**src/adcc_pkg.sv**
```systemverilog
// What this block does
// reference comes from analog supply, external reference pin or gain amp output
// reference code 00 supply, 01 external pin, 1x gain amp output
// gain amp offers four gains by gain_sel, works only while enabled
// gain codes 00 x1, 01 x1.667, 10 x2.5, 11 x3.333
// gain amp input is external ref pin or internal bandgap
// input select 0 picks external pin, 1 picks bandgap
// internal reference selected disconnects external reference pins automatically
// software enables bandgap and waits start-up before selecting it
// analog pin function disables original function and overrides port direction
// pull-high disconnected while pin is analog input
// source codes 0000, 0100, 11xx route an external channel
// channel field picks one of sixteen pins, 0 to 15
// codes 0001/0010/0011 route supply, supply/2, supply/4
// codes 0101/0110/0111 route amp output, /2, /4
// codes 10xx connect converter input to ground
// internal signal routed disconnects every external channel
// start bit low-high-low pulse begins a conversion
// busy reads 1 from start until completion, then hardware clears it
// completion sets interrupt request flag and raises interrupt if enabled
// with interrupt off software polls busy until cleared
// converter clock is system clock divided by 2^sel, 1 to 128
// software keeps converter clock period between 0.5us and 10us
// converter powered only while enable bit is high
// software waits settling delay after enable before first start
// software should clear enable when converter is unused
// conversion lasts 16 converter clocks: 4 sampling then 12 converting
// enable low ignores start pulses and keeps busy cleared
package adcc_pkg;
  localparam logic [3:0] ADDR_CTRL0  = 4'h0;
  localparam logic [3:0] ADDR_CTRL1  = 4'h4;
  localparam logic [3:0] ADDR_CTRL2  = 4'h8;
  localparam logic [3:0] ADDR_BANDG  = 4'hC;
  localparam logic [31:0] REG_RESET  = 32'h0;
  // ctrl0 fields
  localparam int CHAN_LSB   = 0;
  localparam int BUSY_BIT   = 4;
  localparam int ENABLE_BIT = 5;
  localparam int START_BIT  = 6;
  localparam int IRQEN_BIT  = 7;
  localparam int IRQF_BIT   = 8;
  // ctrl1 fields
  localparam int DIV_LSB    = 0;
  localparam int SRC_LSB    = 4;
  // ctrl2 fields, then the bandgap register field
  localparam int GAIN_LSB   = 0;
  localparam int REFSEL_LSB = 2;
  localparam int AMPIN_BIT  = 4;
  localparam int AMPEN_BIT  = 7;
  localparam int BGEN_BIT   = 0;
  localparam logic [4:0] SAMPLE_CLKS = 5'h04;
  localparam logic [4:0] CONV_CLKS   = 5'h0C;
  localparam logic [4:0] TOTAL_CLKS  = 5'h10;
  localparam logic [1:0] RESP_OKAY   = 2'h0;
  localparam logic [1:0] RESP_SLVERR = 2'h2;
  typedef enum logic [1:0] {
    REF_SUPPLY = 2'b00,
    REF_PIN    = 2'b01,
    REF_AMP    = 2'b10
  } adcc_ref_t;
  typedef enum logic [3:0] {
    SRC_NONE   = 4'h0,
    SRC_EXT    = 4'h1,
    SRC_SUP    = 4'h2,
    SRC_SUP2   = 4'h3,
    SRC_SUP4   = 4'h4,
    SRC_AMP    = 4'h5,
    SRC_AMP2   = 4'h6,
    SRC_AMP4   = 4'h7,
    SRC_GND    = 4'h8
  } adcc_src_t;
endpackage

```
**src/adcc_conv_if.sv**
```systemverilog
`timescale 1ns/1ps
interface adcc_conv_if;
  logic       enable;
  logic [2:0] divSel;
  logic       startPulse;
  logic       busy;
  logic       done;
  logic       sampling;
  logic       adcClkEn;
  modport ctrl (output enable, output divSel, output startPulse,
                input busy, input done, input sampling, input adcClkEn);
  modport seq  (input enable, input divSel, input startPulse,
                output busy, output done, output sampling, output adcClkEn);
endinterface

```
**src/adcc_conv_seq.sv**
```systemverilog
`timescale 1ns/1ps
module adcc_conv_seq (
  input wire logic clk,
  input wire logic rst,
  adcc_conv_if.seq cv
);
  import adcc_pkg::*;
  logic [6:0] divCnt;
  logic [4:0] phaseCnt;
  logic       busyQ;
  logic       adcTick;

  // tick at the end of each divided period
  function automatic logic divEnd(input logic [6:0] cnt, input logic [2:0] sel);
    logic [6:0] mask;
    mask = 7'((8'h01 << sel) - 8'h01);
    divEnd = (cnt & mask) == mask;
  endfunction

  always_ff @(posedge clk or posedge rst) begin
    if (rst) begin
      divCnt <= 7'h00;
    end else if (!cv.enable) begin
      divCnt <= 7'h00;
    end else if (!busyQ && cv.startPulse) begin
      // restart so a conversion spans whole converter periods only
      divCnt <= 7'h00;
    end else begin
      divCnt <= divCnt + 7'h01;
    end
  end
  assign adcTick = cv.enable && divEnd(divCnt, cv.divSel);
  assign cv.adcClkEn = adcTick;

  always_ff @(posedge clk or posedge rst) begin
    if (rst) begin
      busyQ    <= 1'b0;
      phaseCnt <= 5'h00;
    end else if (!cv.enable) begin
      busyQ    <= 1'b0;
      phaseCnt <= 5'h00;
    end else if (!busyQ && cv.startPulse) begin
      busyQ    <= 1'b1;
      phaseCnt <= 5'h00;
    end else if (busyQ && adcTick) begin
      if (phaseCnt == TOTAL_CLKS - 5'h01) begin
        busyQ    <= 1'b0;
        phaseCnt <= 5'h00;
      end else begin
        phaseCnt <= phaseCnt + 5'h01;
      end
    end
  end
  assign cv.busy     = busyQ;
  assign cv.done     = busyQ && adcTick && phaseCnt == TOTAL_CLKS - 5'h01;
  assign cv.sampling = busyQ && phaseCnt < SAMPLE_CLKS;

  a_busy_ends_done: assert property (@(posedge clk) disable iff (rst)
    cv.done |=> !cv.busy)
    else $error("busy stays after done");
  a_off_no_busy: assert property (@(posedge clk) disable iff (rst)
    !cv.enable |=> !cv.busy)
    else $error("busy while disabled");
  a_start_sets_busy: assert property (@(posedge clk) disable iff (rst)
    cv.enable && cv.startPulse && !cv.busy |=> cv.busy)
    else $error("start lost");
  a_undiv_length: assert property (@(posedge clk) disable iff (rst)
    $rose(cv.busy) && cv.divSel == 3'h0 && cv.enable
      |-> cv.busy [*8] ##1 cv.busy [*8] ##1 !cv.busy)
    else $error("conversion length wrong");
endmodule

```
**src/adcc_ctrl_top.sv**
```systemverilog
// The implementer's own choices: the AXI4-Lite slave port and the register addresses.
`timescale 1ns/1ps
module adcc_ctrl_top (
  input  wire logic                   clk,
  input  wire logic                   rst,
  input  wire logic [3:0]             s_axi_awaddr,
  input  wire logic                   s_axi_awvalid,
  output wire logic                   s_axi_awready,
  input  wire logic [31:0]            s_axi_wdata,
  input  wire logic [3:0]             s_axi_wstrb,
  input  wire logic                   s_axi_wvalid,
  output wire logic                   s_axi_wready,
  output      logic [1:0]             s_axi_bresp,
  output      logic                   s_axi_bvalid,
  input  wire logic                   s_axi_bready,
  input  wire logic [3:0]             s_axi_araddr,
  input  wire logic                   s_axi_arvalid,
  output wire logic                   s_axi_arready,
  output      logic [31:0]            s_axi_rdata,
  output      logic [1:0]             s_axi_rresp,
  output      logic                   s_axi_rvalid,
  input  wire logic                   s_axi_rready,
  input  wire logic [15:0]            pin_func_sel_hi,
  input  wire logic [15:0]            pin_func_sel_lo,
  input  wire logic [15:0]            pinDirOut,
  input  wire logic [15:0]            pinPullUpEn,
  output      logic [15:0]            pinDigitalEn,
  output      logic [15:0]            pinDirEff,
  output      logic [15:0]            pinPullUpEff,
  output      logic [15:0]            analogChanConnect,
  output      adcc_pkg::adcc_src_t    convInputRoute,
  output      adcc_pkg::adcc_ref_t    convRefRoute,
  output      logic                   refPinConnect,
  output      logic                   ampRefPinConnect,
  output      logic                   ampBandgapConnect,
  output      logic                   gain_amp_enable,
  output      logic [1:0]             gain_sel,
  output      logic                   bandgap_enable,
  output      logic                   converterPower,
  output      logic                   convSampling,
  output      logic                   convClkEn,
  output      logic                   convDone,
  output      logic                   convIrq
);
  import adcc_pkg::*;
  adcc_conv_if cv ();

  logic [31:0] ctrl0;
  logic [31:0] ctrl1;
  logic [31:0] ctrl2;
  logic [31:0] bandg;
  logic        irqFlag;
  logic        startQ;
  logic [3:0]  awAddrQ;
  logic        awHeld;
  logic [31:0] wDataQ;
  logic [3:0]  wStrbQ;
  logic        wHeld;
  logic        doWrite;
  logic [3:0]  ext_channel_sel;
  logic [3:0]  input_source_sel;
  logic [1:0]  ref_source_sel;
  logic        gain_amp_input_sel;
  logic        converter_enable;
  logic        extRouted;
  wire  [15:0] pinAnalog;

  assign ext_channel_sel    = ctrl0[CHAN_LSB +: 4];
  assign converter_enable   = ctrl0[ENABLE_BIT];
  assign input_source_sel   = ctrl1[SRC_LSB +: 4];
  assign ref_source_sel     = ctrl2[REFSEL_LSB +: 2];
  assign gain_amp_input_sel = ctrl2[AMPIN_BIT];
  assign extRouted          = srcDecode(input_source_sel) == SRC_EXT;

  // source code decode, used by routing and channel gating
  function automatic adcc_src_t srcDecode(input logic [3:0] code);
    case (code) inside
      4'b0000, 4'b0100, 4'b11??: srcDecode = SRC_EXT;
      4'b0001: srcDecode = SRC_SUP;
      4'b0010: srcDecode = SRC_SUP2;
      4'b0011: srcDecode = SRC_SUP4;
      4'b0101: srcDecode = SRC_AMP;
      4'b0110: srcDecode = SRC_AMP2;
      4'b0111: srcDecode = SRC_AMP4;
      4'b10??: srcDecode = SRC_GND;
      default: srcDecode = SRC_GND;
    endcase
  endfunction

  // register bus: write address and data may arrive in either order
  assign s_axi_awready = !awHeld && !s_axi_bvalid;
  assign s_axi_wready  = !wHeld && !s_axi_bvalid;
  assign doWrite       = awHeld && wHeld && !s_axi_bvalid;

  always_ff @(posedge clk or posedge rst) begin
    if (rst) begin
      awHeld  <= 1'b0;
      awAddrQ <= 4'h0;
    end else if (s_axi_awvalid && s_axi_awready) begin
      awHeld  <= 1'b1;
      awAddrQ <= s_axi_awaddr;
    end else if (doWrite) begin
      awHeld  <= 1'b0;
    end
  end

  always_ff @(posedge clk or posedge rst) begin
    if (rst) begin
      wHeld  <= 1'b0;
      wDataQ <= 32'h0;
      wStrbQ <= 4'h0;
    end else if (s_axi_wvalid && s_axi_wready) begin
      wHeld  <= 1'b1;
      wDataQ <= s_axi_wdata;
      wStrbQ <= s_axi_wstrb;
    end else if (doWrite) begin
      wHeld  <= 1'b0;
    end
  end

  always_ff @(posedge clk or posedge rst) begin
    if (rst) begin
      s_axi_bvalid <= 1'b0;
      s_axi_bresp  <= RESP_OKAY;
    end else if (doWrite) begin
      s_axi_bvalid <= 1'b1;
      s_axi_bresp  <= (awAddrQ == ADDR_CTRL0 || awAddrQ == ADDR_CTRL1 ||
                       awAddrQ == ADDR_CTRL2 || awAddrQ == ADDR_BANDG)
                      ? RESP_OKAY : RESP_SLVERR;
    end else if (s_axi_bready) begin
      s_axi_bvalid <= 1'b0;
    end
  end

  // control registers; busy and irq flag are hardware bits kept apart
  always_ff @(posedge clk or posedge rst) begin
    if (rst) begin
      ctrl0 <= REG_RESET;
      ctrl1 <= REG_RESET;
      ctrl2 <= REG_RESET;
      bandg <= REG_RESET;
    end else if (doWrite && wStrbQ[0]) begin
      case (awAddrQ)
        ADDR_CTRL0: ctrl0 <= {24'h0, wDataQ[7:6], wDataQ[ENABLE_BIT], 1'b0, wDataQ[3:0]};
        ADDR_CTRL1: ctrl1 <= {24'h0, wDataQ[7:4], 1'b0, wDataQ[2:0]};
        ADDR_CTRL2: ctrl2 <= {24'h0, wDataQ[7], 2'b00, wDataQ[4:0]};
        ADDR_BANDG: bandg <= {31'h0, wDataQ[BGEN_BIT]};
        default: ;
      endcase
    end
  end

  // start fires on the falling edge of the written start bit
  always_ff @(posedge clk or posedge rst) begin
    if (rst) begin
      startQ <= 1'b0;
    end else begin
      startQ <= ctrl0[START_BIT];
    end
  end
  assign cv.startPulse = startQ && !ctrl0[START_BIT] && converter_enable;
  assign cv.enable     = converter_enable;
  assign cv.divSel     = ctrl1[DIV_LSB +: 3];

  // sequencer owns the divider, busy and done timing
  adcc_conv_seq u_seq (
    .clk (clk),
    .rst (rst),
    .cv  (cv)
  );

  // interrupt request flag: set wins over a software clear (write 1 to clear)
  always_ff @(posedge clk or posedge rst) begin
    if (rst) begin
      irqFlag <= 1'b0;
    end else if (cv.done) begin
      irqFlag <= 1'b1;
    end else if (doWrite && wStrbQ[1] && awAddrQ == ADDR_CTRL0 && wDataQ[IRQF_BIT]) begin
      irqFlag <= 1'b0;
    end
  end

  // read channel
  // busy is read live from the sequencer, software cannot write it
  assign s_axi_arready = !s_axi_rvalid;
  always_ff @(posedge clk or posedge rst) begin
    if (rst) begin
      s_axi_rvalid <= 1'b0;
      s_axi_rdata  <= 32'h0;
      s_axi_rresp  <= RESP_OKAY;
    end else if (s_axi_arvalid && s_axi_arready) begin
      s_axi_rvalid <= 1'b1;
      s_axi_rresp  <= RESP_OKAY;
      case (s_axi_araddr)
        ADDR_CTRL0: s_axi_rdata <= {23'h0, irqFlag, ctrl0[7:5], cv.busy, ctrl0[3:0]};
        ADDR_CTRL1: s_axi_rdata <= ctrl1;
        ADDR_CTRL2: s_axi_rdata <= ctrl2;
        ADDR_BANDG: s_axi_rdata <= bandg;
        default: begin
          s_axi_rdata <= 32'h0;
          s_axi_rresp <= RESP_SLVERR;
        end
      endcase
    end else if (s_axi_rready) begin
      s_axi_rvalid <= 1'b0;
    end
  end

  // analog steering, registered so the switches never glitch
  // a new setting reaches the switches one clock after the write lands
  always_ff @(posedge clk or posedge rst) begin
    if (rst) begin
      convInputRoute    <= SRC_NONE;
      convRefRoute      <= REF_SUPPLY;
      refPinConnect     <= 1'b0;
      ampRefPinConnect  <= 1'b0;
      ampBandgapConnect <= 1'b0;
      analogChanConnect <= 16'h0;
      gain_amp_enable   <= 1'b0;
      gain_sel          <= 2'h0;
      bandgap_enable    <= 1'b0;
      converterPower    <= 1'b0;
      convIrq           <= 1'b0;
    end else begin
      convInputRoute    <= srcDecode(input_source_sel);
      convRefRoute      <= ref_source_sel[1] ? REF_AMP
                           : (ref_source_sel[0] ? REF_PIN : REF_SUPPLY);
      refPinConnect     <= ref_source_sel == 2'b01;
      ampRefPinConnect  <= ctrl2[AMPEN_BIT] && !gain_amp_input_sel;
      ampBandgapConnect <= ctrl2[AMPEN_BIT] && gain_amp_input_sel;
      analogChanConnect <= extRouted ? 16'(17'h1 << ext_channel_sel) : 16'h0;
      gain_amp_enable   <= ctrl2[AMPEN_BIT];
      gain_sel          <= ctrl2[AMPEN_BIT] ? ctrl2[GAIN_LSB +: 2] : 2'h0;
      bandgap_enable    <= bandg[BGEN_BIT];
      converterPower    <= converter_enable;
      convIrq           <= irqFlag && ctrl0[IRQEN_BIT];
    end
  end

  // pin-function override for analog pins (both select bits set)
  genvar gi;
  generate
    for (gi = 0; gi < 16; gi++) begin : g_pin
      assign pinAnalog[gi] = pin_func_sel_hi[gi] && pin_func_sel_lo[gi];
    end
  endgenerate

  // pull-ups cut as well, a resistor on an analog pin would load the source
  always_ff @(posedge clk or posedge rst) begin
    if (rst) begin
      pinDigitalEn <= 16'hFFFF;
      pinDirEff    <= 16'h0000;
      pinPullUpEff <= 16'h0000;
    end else begin
      pinDigitalEn <= ~pinAnalog;
      pinDirEff    <= pinDirOut & ~pinAnalog;
      pinPullUpEff <= pinPullUpEn & ~pinAnalog;
    end
  end

  assign convSampling = cv.sampling;
  assign convClkEn    = cv.adcClkEn;
  assign convDone     = cv.done;

  // flag and routing checks
  a_irq_after_done: assert property (@(posedge clk) disable iff (rst)
    cv.done |=> irqFlag)
    else $error("flag not set on done");
  a_irq_masked: assert property (@(posedge clk) disable iff (rst)
    !ctrl0[IRQEN_BIT] |=> !convIrq)
    else $error("interrupt while masked");
  a_int_no_ext: assert property (@(posedge clk) disable iff (rst)
    !extRouted |=> analogChanConnect == 16'h0)
    else $error("external channel joined");
  a_chan_onehot: assert property (@(posedge clk) disable iff (rst)
    $onehot0(analogChanConnect))
    else $error("two channels joined");
  a_gnd_route: assert property (@(posedge clk) disable iff (rst)
    input_source_sel[3:2] == 2'b10 |=> convInputRoute == SRC_GND)
    else $error("ground not routed");
  a_ref_pin_off: assert property (@(posedge clk) disable iff (rst)
    convRefRoute != REF_PIN |-> !refPinConnect)
    else $error("reference pin left on");
  a_amp_off_open: assert property (@(posedge clk) disable iff (rst)
    !gain_amp_enable |-> !ampRefPinConnect && !ampBandgapConnect)
    else $error("amp input on while off");
  a_amp_in_single: assert property (@(posedge clk) disable iff (rst)
    !(ampRefPinConnect && ampBandgapConnect))
    else $error("both amp inputs on");

  // pin and power checks
  a_pull_off: assert property (@(posedge clk) disable iff (rst)
    pinAnalog != 16'h0 |=> (pinPullUpEff & $past(pinAnalog)) == 16'h0)
    else $error("pull-up on analog pin");
  a_digital_off: assert property (@(posedge clk) disable iff (rst)
    pinAnalog != 16'h0 |=> (pinDigitalEn & $past(pinAnalog)) == 16'h0)
    else $error("digital function on analog pin");
  a_dir_override: assert property (@(posedge clk) disable iff (rst)
    pinAnalog != 16'h0 |=> (pinDirEff & $past(pinAnalog)) == 16'h0)
    else $error("output driver on analog pin");
  a_power_follows: assert property (@(posedge clk) disable iff (rst)
    $fell(converter_enable) |=> !converterPower)
    else $error("power stays on");
endmodule

```
**config.mk**
```make
export PLATFORM = sky130hd
export DESIGN_NAME = adcc_ctrl_top
export DESIGN_NICKNAME = d
export VERILOG_FILES = /design/src/adcc_pkg.sv /design/src/adcc_conv_if.sv /design/src/adcc_conv_seq.sv /design/src/adcc_ctrl_top.sv
export SDC_FILE = /design/constraint.sdc
export NUM_CORES = 1
export LEC_CHECK = 0
export ABC_CLOCK_PERIOD_IN_PS = 12650
export BUFFER_PORTS_ARGS = -buffer_cell sky130_fd_sc_hd__buf_2
export CORE_AREA = 2 2 108 110
export DETAILED_ROUTE_END_ITERATION = 6
export DIE_AREA = 0 0 110 112
export GPL_TIMING_DRIVEN = 1
export MAX_ROUTING_LAYER = met4
export PLACE_DENSITY_LB_ADDON = 0.12
export SLEW_MARGIN = 10
export SYNTH_ARGS = -nofsm -noshare
export SYNTH_HDL_FRONTEND = slang
export SYNTH_SLANG_ARGS = --single-unit
```
**constraint.sdc**
```tcl
create_clock -name clk -period 12.65 [get_ports clk]
set_input_delay 2.53 -clock clk [delete_from_list [all_inputs] [get_ports clk]]
set_output_delay 2.53 -clock clk [all_outputs]
set_load 0.01 [all_outputs]
```
==> qor.csv, run 1 <==
metric;value;unit
busiest_layer;met2;
die_y;112;um
setup_viol;0;
synth_seq_cells;144;
postLayoutCoreUtil;64.24;%
drive_gt1_share;44.83;%
synth_xor_area_share;0.6326;%
status;completed;
crit_top_cell;nor2_1;
hold_class;flop to flop;
grt_pass1_wl;17570;um
synth_compound_area_share;5.264;%
postCtsSetupRepairBufs;0;
synthMuxAreaShare;9.376;%
vdd_drop_max;0.1082;mV
cp.required;10.12;ns
yosys.area_share.simple;14.26;%
finalCriticalPeriod;4.457;ns
wl_per_cell;14.12;um
slew_viol_final;0;
gp_congestion;0.7761;
grt.met2_usage;29.24;%
antenna_left;0;
crit_family;simple AND/OR/NAND/NOR gates;
drc;0;
antenna_found_initial;0;
cts_resized;0;
synth_top_family_by_area;simple AND/OR/NAND/NOR gates;
cts_root_buf;clkbuf_16;
die_width;110;um
portBuffers;187;
synth_top_area_share;57.84;%
core;0.01117;mm^2
drt_iter0_drc;134;
avgSynthCellArea;13.00;um^2
vias;3751;
fmax;0.2243;GHz
powerDensity;190.9;mW/mm^2
vias_per_cell;4.803;
synth_cell_types;51;
cts_inserted_buffers;17;
postCtsHoldBufs;0;
grt_use_met3;5.562;%
track_usage;19.68;%
seq_area;0.003623;mm^2
syn_inst;426;
clkTransAtPathRegs;0.06;ns
setup_tns;0;ns
first_global_vias;3703;
antennaDiodeCount;0;
max_cap_violations;0;
worstPathCellList;nor2_1 > o21ai_0 > nor3b_1 > nand2_2 > nor2_1 > buf_2;
synth_top_cell_by_area;dfrtp_1;
dp_slack;8.616;ns
nFillCells;928;
rows;39;
worst-path-max-fanout;5;
ys_seq_area_share;65.43;%
htree_levels;4;
netlist_area;0.005538;mm^2
rsz0062_at_grt;no;
grt_max_degree;93;
period_share;35.24;%
leakagePower;3.710;nW
synth_fa_ha_area_share;0.4519;%
worstSetupStartpointType;flop;
dieArea;0.01232;mm^2
worst_pin_slew;0.8213;ns
io_pins;238;
crit_type;flop to primary output;
worst-path-buf-inv;1;
yosys_warnings;0;
slowest_delay;0.44;ns
slew_headroom;44.82;%
nets;742;
worst-endpoint-arrival;1.93;ns
worstSetupEndpointType;primary output;
synth_edf_count;0;
first_pass_iters;4;
synth_area_leaders;dfrtp_1, dfstp_2, mux2_2, and2_1, buf_4;
setup_ws;8.193;ns
initial_core_util;49.56;%
dp.final_hpwl;8000;um
slowest_stage;dfrtp_1;
hold_viol_final;0;
synth_flop_cell;dfrtp_1;
multi_input_area;0.001754;mm^2
grt_overflow;0;
syn_to_final_growth;29.62;%
cts_tree;built;
grt_use_met1;24.77;%
wl;11030;um
finClkSkew;0.009400;ns
clk_latency;0.42;ns
synthArstFlopShare;100.0;%
cts_sinks;144;
clockBufferDepth;2;
-- synth_stat cells, types with 3 or more instances --
master / number
dfstp_2: 16
a22o_1: 5
nor2_1: 28
buf_4: 26
nand3_1: 6
o21a_1: 3
nand2b_1: 5
nor3_1: 6
dfrtp_1: 128
inv_1: 8
mux2_2: 37
or3_1: 5
xnor2_1: 3
o21ai_0: 14
nor2b_1: 6
a21oi_1: 6
and2_1: 38
nand2_1: 36
mux2i_1: 8
-- per-layer routing --
metal	wire, um	part of all wire [%]
met2	5217	47
met5	0	0
met3	781	7.1
met4	256	2.3
met1	4775	43
-- cell families after synthesis --
logic type	count (synthesis)
fa+ha+maj	2
xor+xnor	4
buf+inv	40
flops	144
mux	46
simple gates	147
other cells	1
compound gates	42
-- metrics by stage --
stage	hold slack, ns	power [W]	cells	instance area [um^2]
3_5_place_dp	0.4074	0.0008419	749	6535
3_3_place_gp	0.4079	0.0008345	749	6535
5_1_grt	0.4352	0.001439	781	7178
4_1_cts	0.4181	0.001385	781	7178
2_1_floorplan	0.3640	0.0007565	450	5628
6_report	0.4190	0.001370	781	7178
-- where the power goes --
| part | internal (W) | total [W] | switching (W) |
|---|---|---|---|
| clock | 0.000350 | 0.000539 | 0.000188 |
| sequential | 0.000540 | 0.000609 | 0.0000682 |
| combinational | 0.000110 | 0.000223 | 0.000113 |
-- area by class of cell --
type                            instances  share of cell area (%)
Sequential cell                       144                   50.48
Tap cell                              143                   2.493
Clock buffer                           19                   6.031
Clock inverter                         13                   2.928
Inverter                                8                  0.4881
Timing Repair Buffer                  188                   13.14
Multi-Input combinational cell        266                   24.44
-- final timing paths --
| path | cells after the start | startpoint | slack (ns) | to |
|---|---|---|---|---|
| worst max-delay path | 6 | ctrl1[0] | 8.19 | convDone |
| worst min-delay path | 0 | bandg[0] | 0.42 | bandgap_enable |
| worst max register to register | 5 | s_axi_rvalid | 10.81 | s_axi_rdata[3] |
| worst min register to register | 0 | bandg[0] | 0.42 | bandgap_enable |
| max in group asynchronous | 3 | rst | 9.26 | ctrl1[5] |
| min in group asynchronous | 2 | rst | 2.24 | pinPullUpEff[2] |
-- flip-flops by register name, summed over array words and instances (netlist names), 5 cells and up --
| signal | count |
|---|---|
| analogChanConnect | 16 |
| pinDigitalEn | 16 |
| pinDirEff | 16 |
| pinPullUpEff | 16 |
| s_axi_rdata | 9 |
| wDataQ | 9 |
| ctrl0 | 7 |
| ctrl1 | 7 |
| u_seq.divCnt | 7 |
| ctrl2 | 6 |
| u_seq.phaseCnt | 5 |
-- placed cells by master, fill, tap and decap left out, types with 7 or more instances in the layout --
cell type  count
and2_1        38
buf_2        187
clkbuf_16     17
conb_1        25
dfrtp_1      128
dfstp_2       16
inv_1          7
mux2_2        37
mux2i_1        8
nand2_1       36
nor2_1        28
o21ai_0       14
(Power assumes the default switching activity.)
==> run 2: changes to the inputs <==
- ABC_AREA: not set -> 1
- ABC_CLOCK_PERIOD_IN_PS: 12650 -> 3720
- CORE_AREA: 2 2 108 110 -> 2 2 119 121
- DIE_AREA: 0 0 110 112 -> 0 0 121 123
- clock period: 12.65 -> 3.72 ns (I/O delays scaled with it)
==> qor.csv, run 2 <==
metric;value;unit
leakagePower;3.868;nW
critPathLaunch;u_seq.phaseCnt[0];
antenna_found_initial;0;
max_cap_violations;0;
core;0.01361;mm^2
first_pass_iters;4;
postCtsSetupRepairBufs;0;
syn_inst;534;
synth_top_cell_by_area;dfrtp_1;
clockBufferDepth;2;
final_common_cell;buf_2;
portBuffers;187;
netlist_top_cells_count;dfrtp_1, nand2_1, inv_1, nor2_1, and2_1;
die_width;121;um
wl;12270;um
slowest_stage;dfrtp_1;
antennaDiodeCount;0;
hold_class;input port to async pin;
r2r_start;wHeld;
vias;4156;
cts_inserted_buffers;17;
worstSetupEndpointType;primary output;
yosys_warnings;0;
track_usage;17.30;%
worst-endpoint-arrival;1.83;ns
hold_viol_final;0;
fmax;0.3886;GHz
grt_overflow;0;
htree_levels;4;
vias_per_cell;4.493;
yosysMostFrequentCell;dfrtp_1;
io_pins;238;
worstPathCellList;ha_1 > nand3_1 > nor2_1 > nand4_1 > inv_1 > buf_2;
worst_pin_slew;0.7087;ns
worst-path-max-fanout;5;
crit_type;flop to primary output;
nets;850;
grt_max_degree;82;
initial_core_util;41.86;%
cts_resized;0;
synth_area_leaders;dfrtp_1, dfstp_2, nand2_1, and2_1, buf_4;
layout_common_cells;buf_2, dfrtp_1, nand2_1;
die_y;123;um
slowest_delay;0.42;ns
status;completed;
drc;0;
ys_seq_area_share;63.59;%
first_global_vias;3955;
dp.final_hpwl;9184;um
wl_per_cell;13.27;um
syn_to_final_growth;28.11;%
dp_cells;894;
synth_flop_cell;dfrtp_1;
period_share;69.18;%
netlist_area;0.005698;mm^2
powerDensity;636.3;mW/mm^2
cts_tree;built;
whs;0.4047;ns
drt_iter0_drc;245;
clk_latency;0.42;ns
dieArea;0.01488;mm^2
synth_cell_types;36;
grt_pass1_wl;18890;um
fin_cells;925;
synth_edf_count;0;
finalCriticalPeriod;2.574;ns
slew_viol_final;0;
synthArstFlopShare;100.0;%
cts_root_buf;clkbuf_16;
worstSetupStartpointType;flop;
setup_tns;0;ns
synth_top_area_share;56.21;%
vdd_drop_max;0.2953;mV
slew_headroom;52.64;%
antenna_left;0;
postCtsHoldBufs;0;
synth_seq_cells;144;
rows;43;
avgSynthCellArea;10.67;um^2
finClkSkew;0.006054;ns
cts_sinks;144;
gp_congestion;0.7948;
rsz0062_at_grt;no;
drive_gt1_share;37.58;%
setup_viol;0;
clkTransAtPathRegs;0.05;ns
cp.required;2.98;ns
p_total;0.004645;W
[run 2: cell count changes after synthesis, moves of 6 or more]
cell | before | now
inv_1 | 8 | 50
mux2i_1 | 8 | 0
a21oi_1 | 6 | 22
nor2_1 | 28 | 50
nor2b_1 | 6 | 0
nand2_2 | 1 | 9
mux2_2 | 37 | 3
nand3_1 | 6 | 25
nand2_1 | 36 | 93
o21ai_2 | 0 | 20
[run 2: layout make-up]
cell class / instances / area (um^2)
fillers: 1273 / 6312
flip-flops and latches: 144 / 3623
multi-input cells: 328 / 1709
repair buffers: 189 / 963.4
clock buffers: 25 / 495.5
well taps: 180 / 225.2
inverters: 53 / 202.7
clock inverters: 6 / 80.08
[run 2: stage by stage]
stage | setup slack (ns) | area [um^2] | util [%]
2_1_floorplan | 1.184 | 5792 | -
3_3_place_gp | 1.614 | 6724 | 49.40
3_5_place_dp | 1.575 | 6724 | 49.40
4_1_cts | 1.112 | 7300 | 53.63
5_1_grt | 0.9966 | 7300 | 53.63
6_report | 1.146 | 7300 | 53.63
[run 2: worst max-delay path: cells and delay by family (launching register included)]
kind / cells / cell delay (ns)
and+or+nand+nor: 3 / 0.55
adders and majority gates: 1 / 0.22
buffers and inverters: 2 / 0.23
DFF: 1 / 0.42
[run 2: worst paths after layout]
check,to,slack (ns),cells after the start
setup / recovery,convDone,1.15,6
hold / removal,pinDirEff[11],0.40,2
setup reg to reg,wStrbQ[1],2.18,3
hold reg to reg,startQ,0.42,0
max in group asynchronous,pinDigitalEn[0],2.46,3
min in group clk,startQ,0.42,0
[run 2: cell families (layout without fill, tap and decap cells)]
logic type      Yosys count  after routing  synth area share, %
xor+xnor                  1              1               0.1537
compound gates           68             68                7.598
other cells               1             25              0.06581
simple gates            229            229                19.57
mux                       3              3               0.5928
buf+inv                  86            273                7.993
fa+ha+maj                 2              2               0.4391
flops                   144            144                63.59
[run 2: routing by layer]
layer / global-route usage [%] / part of all wire, %
met2: 25.49 / 47
met4: 8.358 / 2.3
met5: - / 0
met1: 21.42 / 43
met3: 5.950 / 7.8
[run 2: report_power, final]
group	switching (W)	internal (W)	leakage [nW]
clock	0.000595	0.00105	0.287
sequential	0.000211	0.00186	1.83
combinational	0.000594	0.000340	1.76
total	0.00140	0.00324	3.87
==> run 3: changes to the inputs <==
- ABC_CLOCK_PERIOD_IN_PS: 3720 -> 2200
- clock period: 3.72 -> 2.2 ns (I/O delays scaled with it)
==> qor.csv, run 3 (synthesis gave the netlist of run 2 again) <==
metric;value;unit
status;completed;
first_global_vias;4006;
grt_pass1_wl;19220;um
pwr-share-comb;20.1;%
nets;854;
period_share;92.88;%
hold_class;input port to flop;
drive_gt1_share;38.67;%
worst-path-max-fanout;4;
grt_use_met3;5.904;%
setup_viol;0;
grt_use_met1;22.33;%
antenna_left;0;
die_y;123;um
rows;43;
first_pass_iters;4;
dieArea;0.01488;mm^2
clockPowerShare;36.6;%
max_cap_violations;0;
grt.met2_usage;25.11;%
cts_root_buf;clkbuf_16;
swShare;30.09;%
dp_slack;0.4451;ns
vias_per_cell;4.495;
wl;12140;um
r2r_start;s_axi_bvalid;
fmax;0.4894;GHz
p_sw;0.002424;W
vdd_drop_max;0.5293;mV
cp.required;1.76;ns
final_common_cell;buf_2;
setup_tns;0;ns
die_width;121;um
hold_viol_final;0;
rsz0062_at_grt;no;
worstSetupStartpointType;flop;
drt_iter0_drc;271;
sequentialPowerShare;43.3;%
track_usage;17.45;%
slew_viol_final;0;
cts_inserted_buffers;17;
clockBufferDepth;2;
worstSetupEndpointType;primary output;
antenna_found_initial;0;
drc;0;
dp.final_hpwl;9023;um
grt_overflow;0;
reg2reg_slack;0.82;ns
internal_power;0.005631;W
initial_core_util;41.86;%
dp_cells;895;
antennaDiodeCount;0;
cts_sinks;144;
portBuffers;187;
hold_path_end;pinDigitalEn[12];
core;0.01361;mm^2
hp-start;pin_func_sel_lo[12];
leakagePower;3.895;nW
finalCriticalPeriod;2.043;ns
busiest_layer;met2;
setup_ws;0.1567;ns
wl_per_cell;13.05;um
powerDensity;1086;mW/mm^2
fin_cells;930;
nFillCells;1217;
reg2reg_to;ctrl2[7];
reg2reg_depth;6;
finClkSkew;0.006623;ns
min_path_cells;2;
grt_max_degree;89;
gp_congestion;0.8068;
htree_levels;4;
crit_type;flop to primary output;
worst-endpoint-arrival;1.60;ns
p_total;0.008054;W
syn_to_final_growth;30.22;%
layout_common_cells;buf_2, dfrtp_1, nand2_1;
clk_latency;0.42;ns
clkTransAtPathRegs;0.06;ns
vias;4180;
io_pins;238;
cts_tree;built;
run 3: cell count changes in the layout (fill, tap and decap cells not counted), sizes merged:
| cell | change |
|---|---|
| clkinvlp | +3 |
| bufinv | +1 |
| buf | +3 |
| clkbuf | -2 |
| dlygate4sd3 | +1 |
| clkinv | -1 |
run 3: power groups by stage:
stage	combinational [W]	sequential (W)	clock (W)
finish	0.00162	0.00349	0.00295
global route	0.00184	0.00355	0.00314
CTS	0.00164	0.00348	0.00302
detailed placement	0.00163	0.00353	0
global placement	0.00159	0.00351	0
floorplan	0.00105	0.00353	0
run 3: worst max-delay path, cell delays in order (launching register included):
cell     delay, ns
dfrtp_1       0.40
nand2_1       0.10
o21ai_1       0.08
nand2_1       0.09
nor2_4        0.15
nand4_1       0.16
inv_1         0.08
buf_2         0.12
run 3: repair_timing:
item | in CTS | in global routing
setup buffers | 0 | 2
endpoints found under the setup margin | 1 | 1
pin swaps | 0 | 3
hold endpoints to repair | 8 | 0
resized for setup | 1 | 7
hold buffers | 1 | 0
run 3: metal layers:
layer,vias up,share of wire (%)
met5,-,0
met4,0,2.3
met2,168,46
met3,24,7.4
li1,2060,-
met1,1928,45
run 3: final cells by class:
class	count	area, um^2	share of cell area, %
Clock inverter	9	131.4	1.771
Tap cell	180	225.2	3.035
Multi-Input combinational cell	328	1739	23.44
Sequential cell	144	3625	48.85
Timing Repair Buffer	193	1008	13.59
Inverter	53	202.7	2.732
Clock buffer	23	488.0	6.577
run 3: worst max-delay path by stage:
stage	cells past startpoint	to	slack, ns	from
global route	7	convDone	0.005	u_seq.divCnt[0]
CTS	6	convDone	0.02	u_seq.phaseCnt[0]
finish	7	convDone	0.16	u_seq.divCnt[0]
detailed placement	6	convDone	0.45	u_seq.phaseCnt[0]
global placement	6	convDone	0.49	u_seq.phaseCnt[0]
floorplan	1	ampBandgapConnect	-0.03	rst
run 3: metrics by stage:
step           area [um^2]  utilization, %  hold slack [ns]
2_1_floorplan         5792               -           0.3741
3_3_place_gp          6744           49.55           0.4017
3_5_place_dp          6744           49.55           0.3914
4_1_cts               7376           54.19           0.1444
5_1_grt               7420           54.51           0.1513
6_report              7420           54.51           0.1645
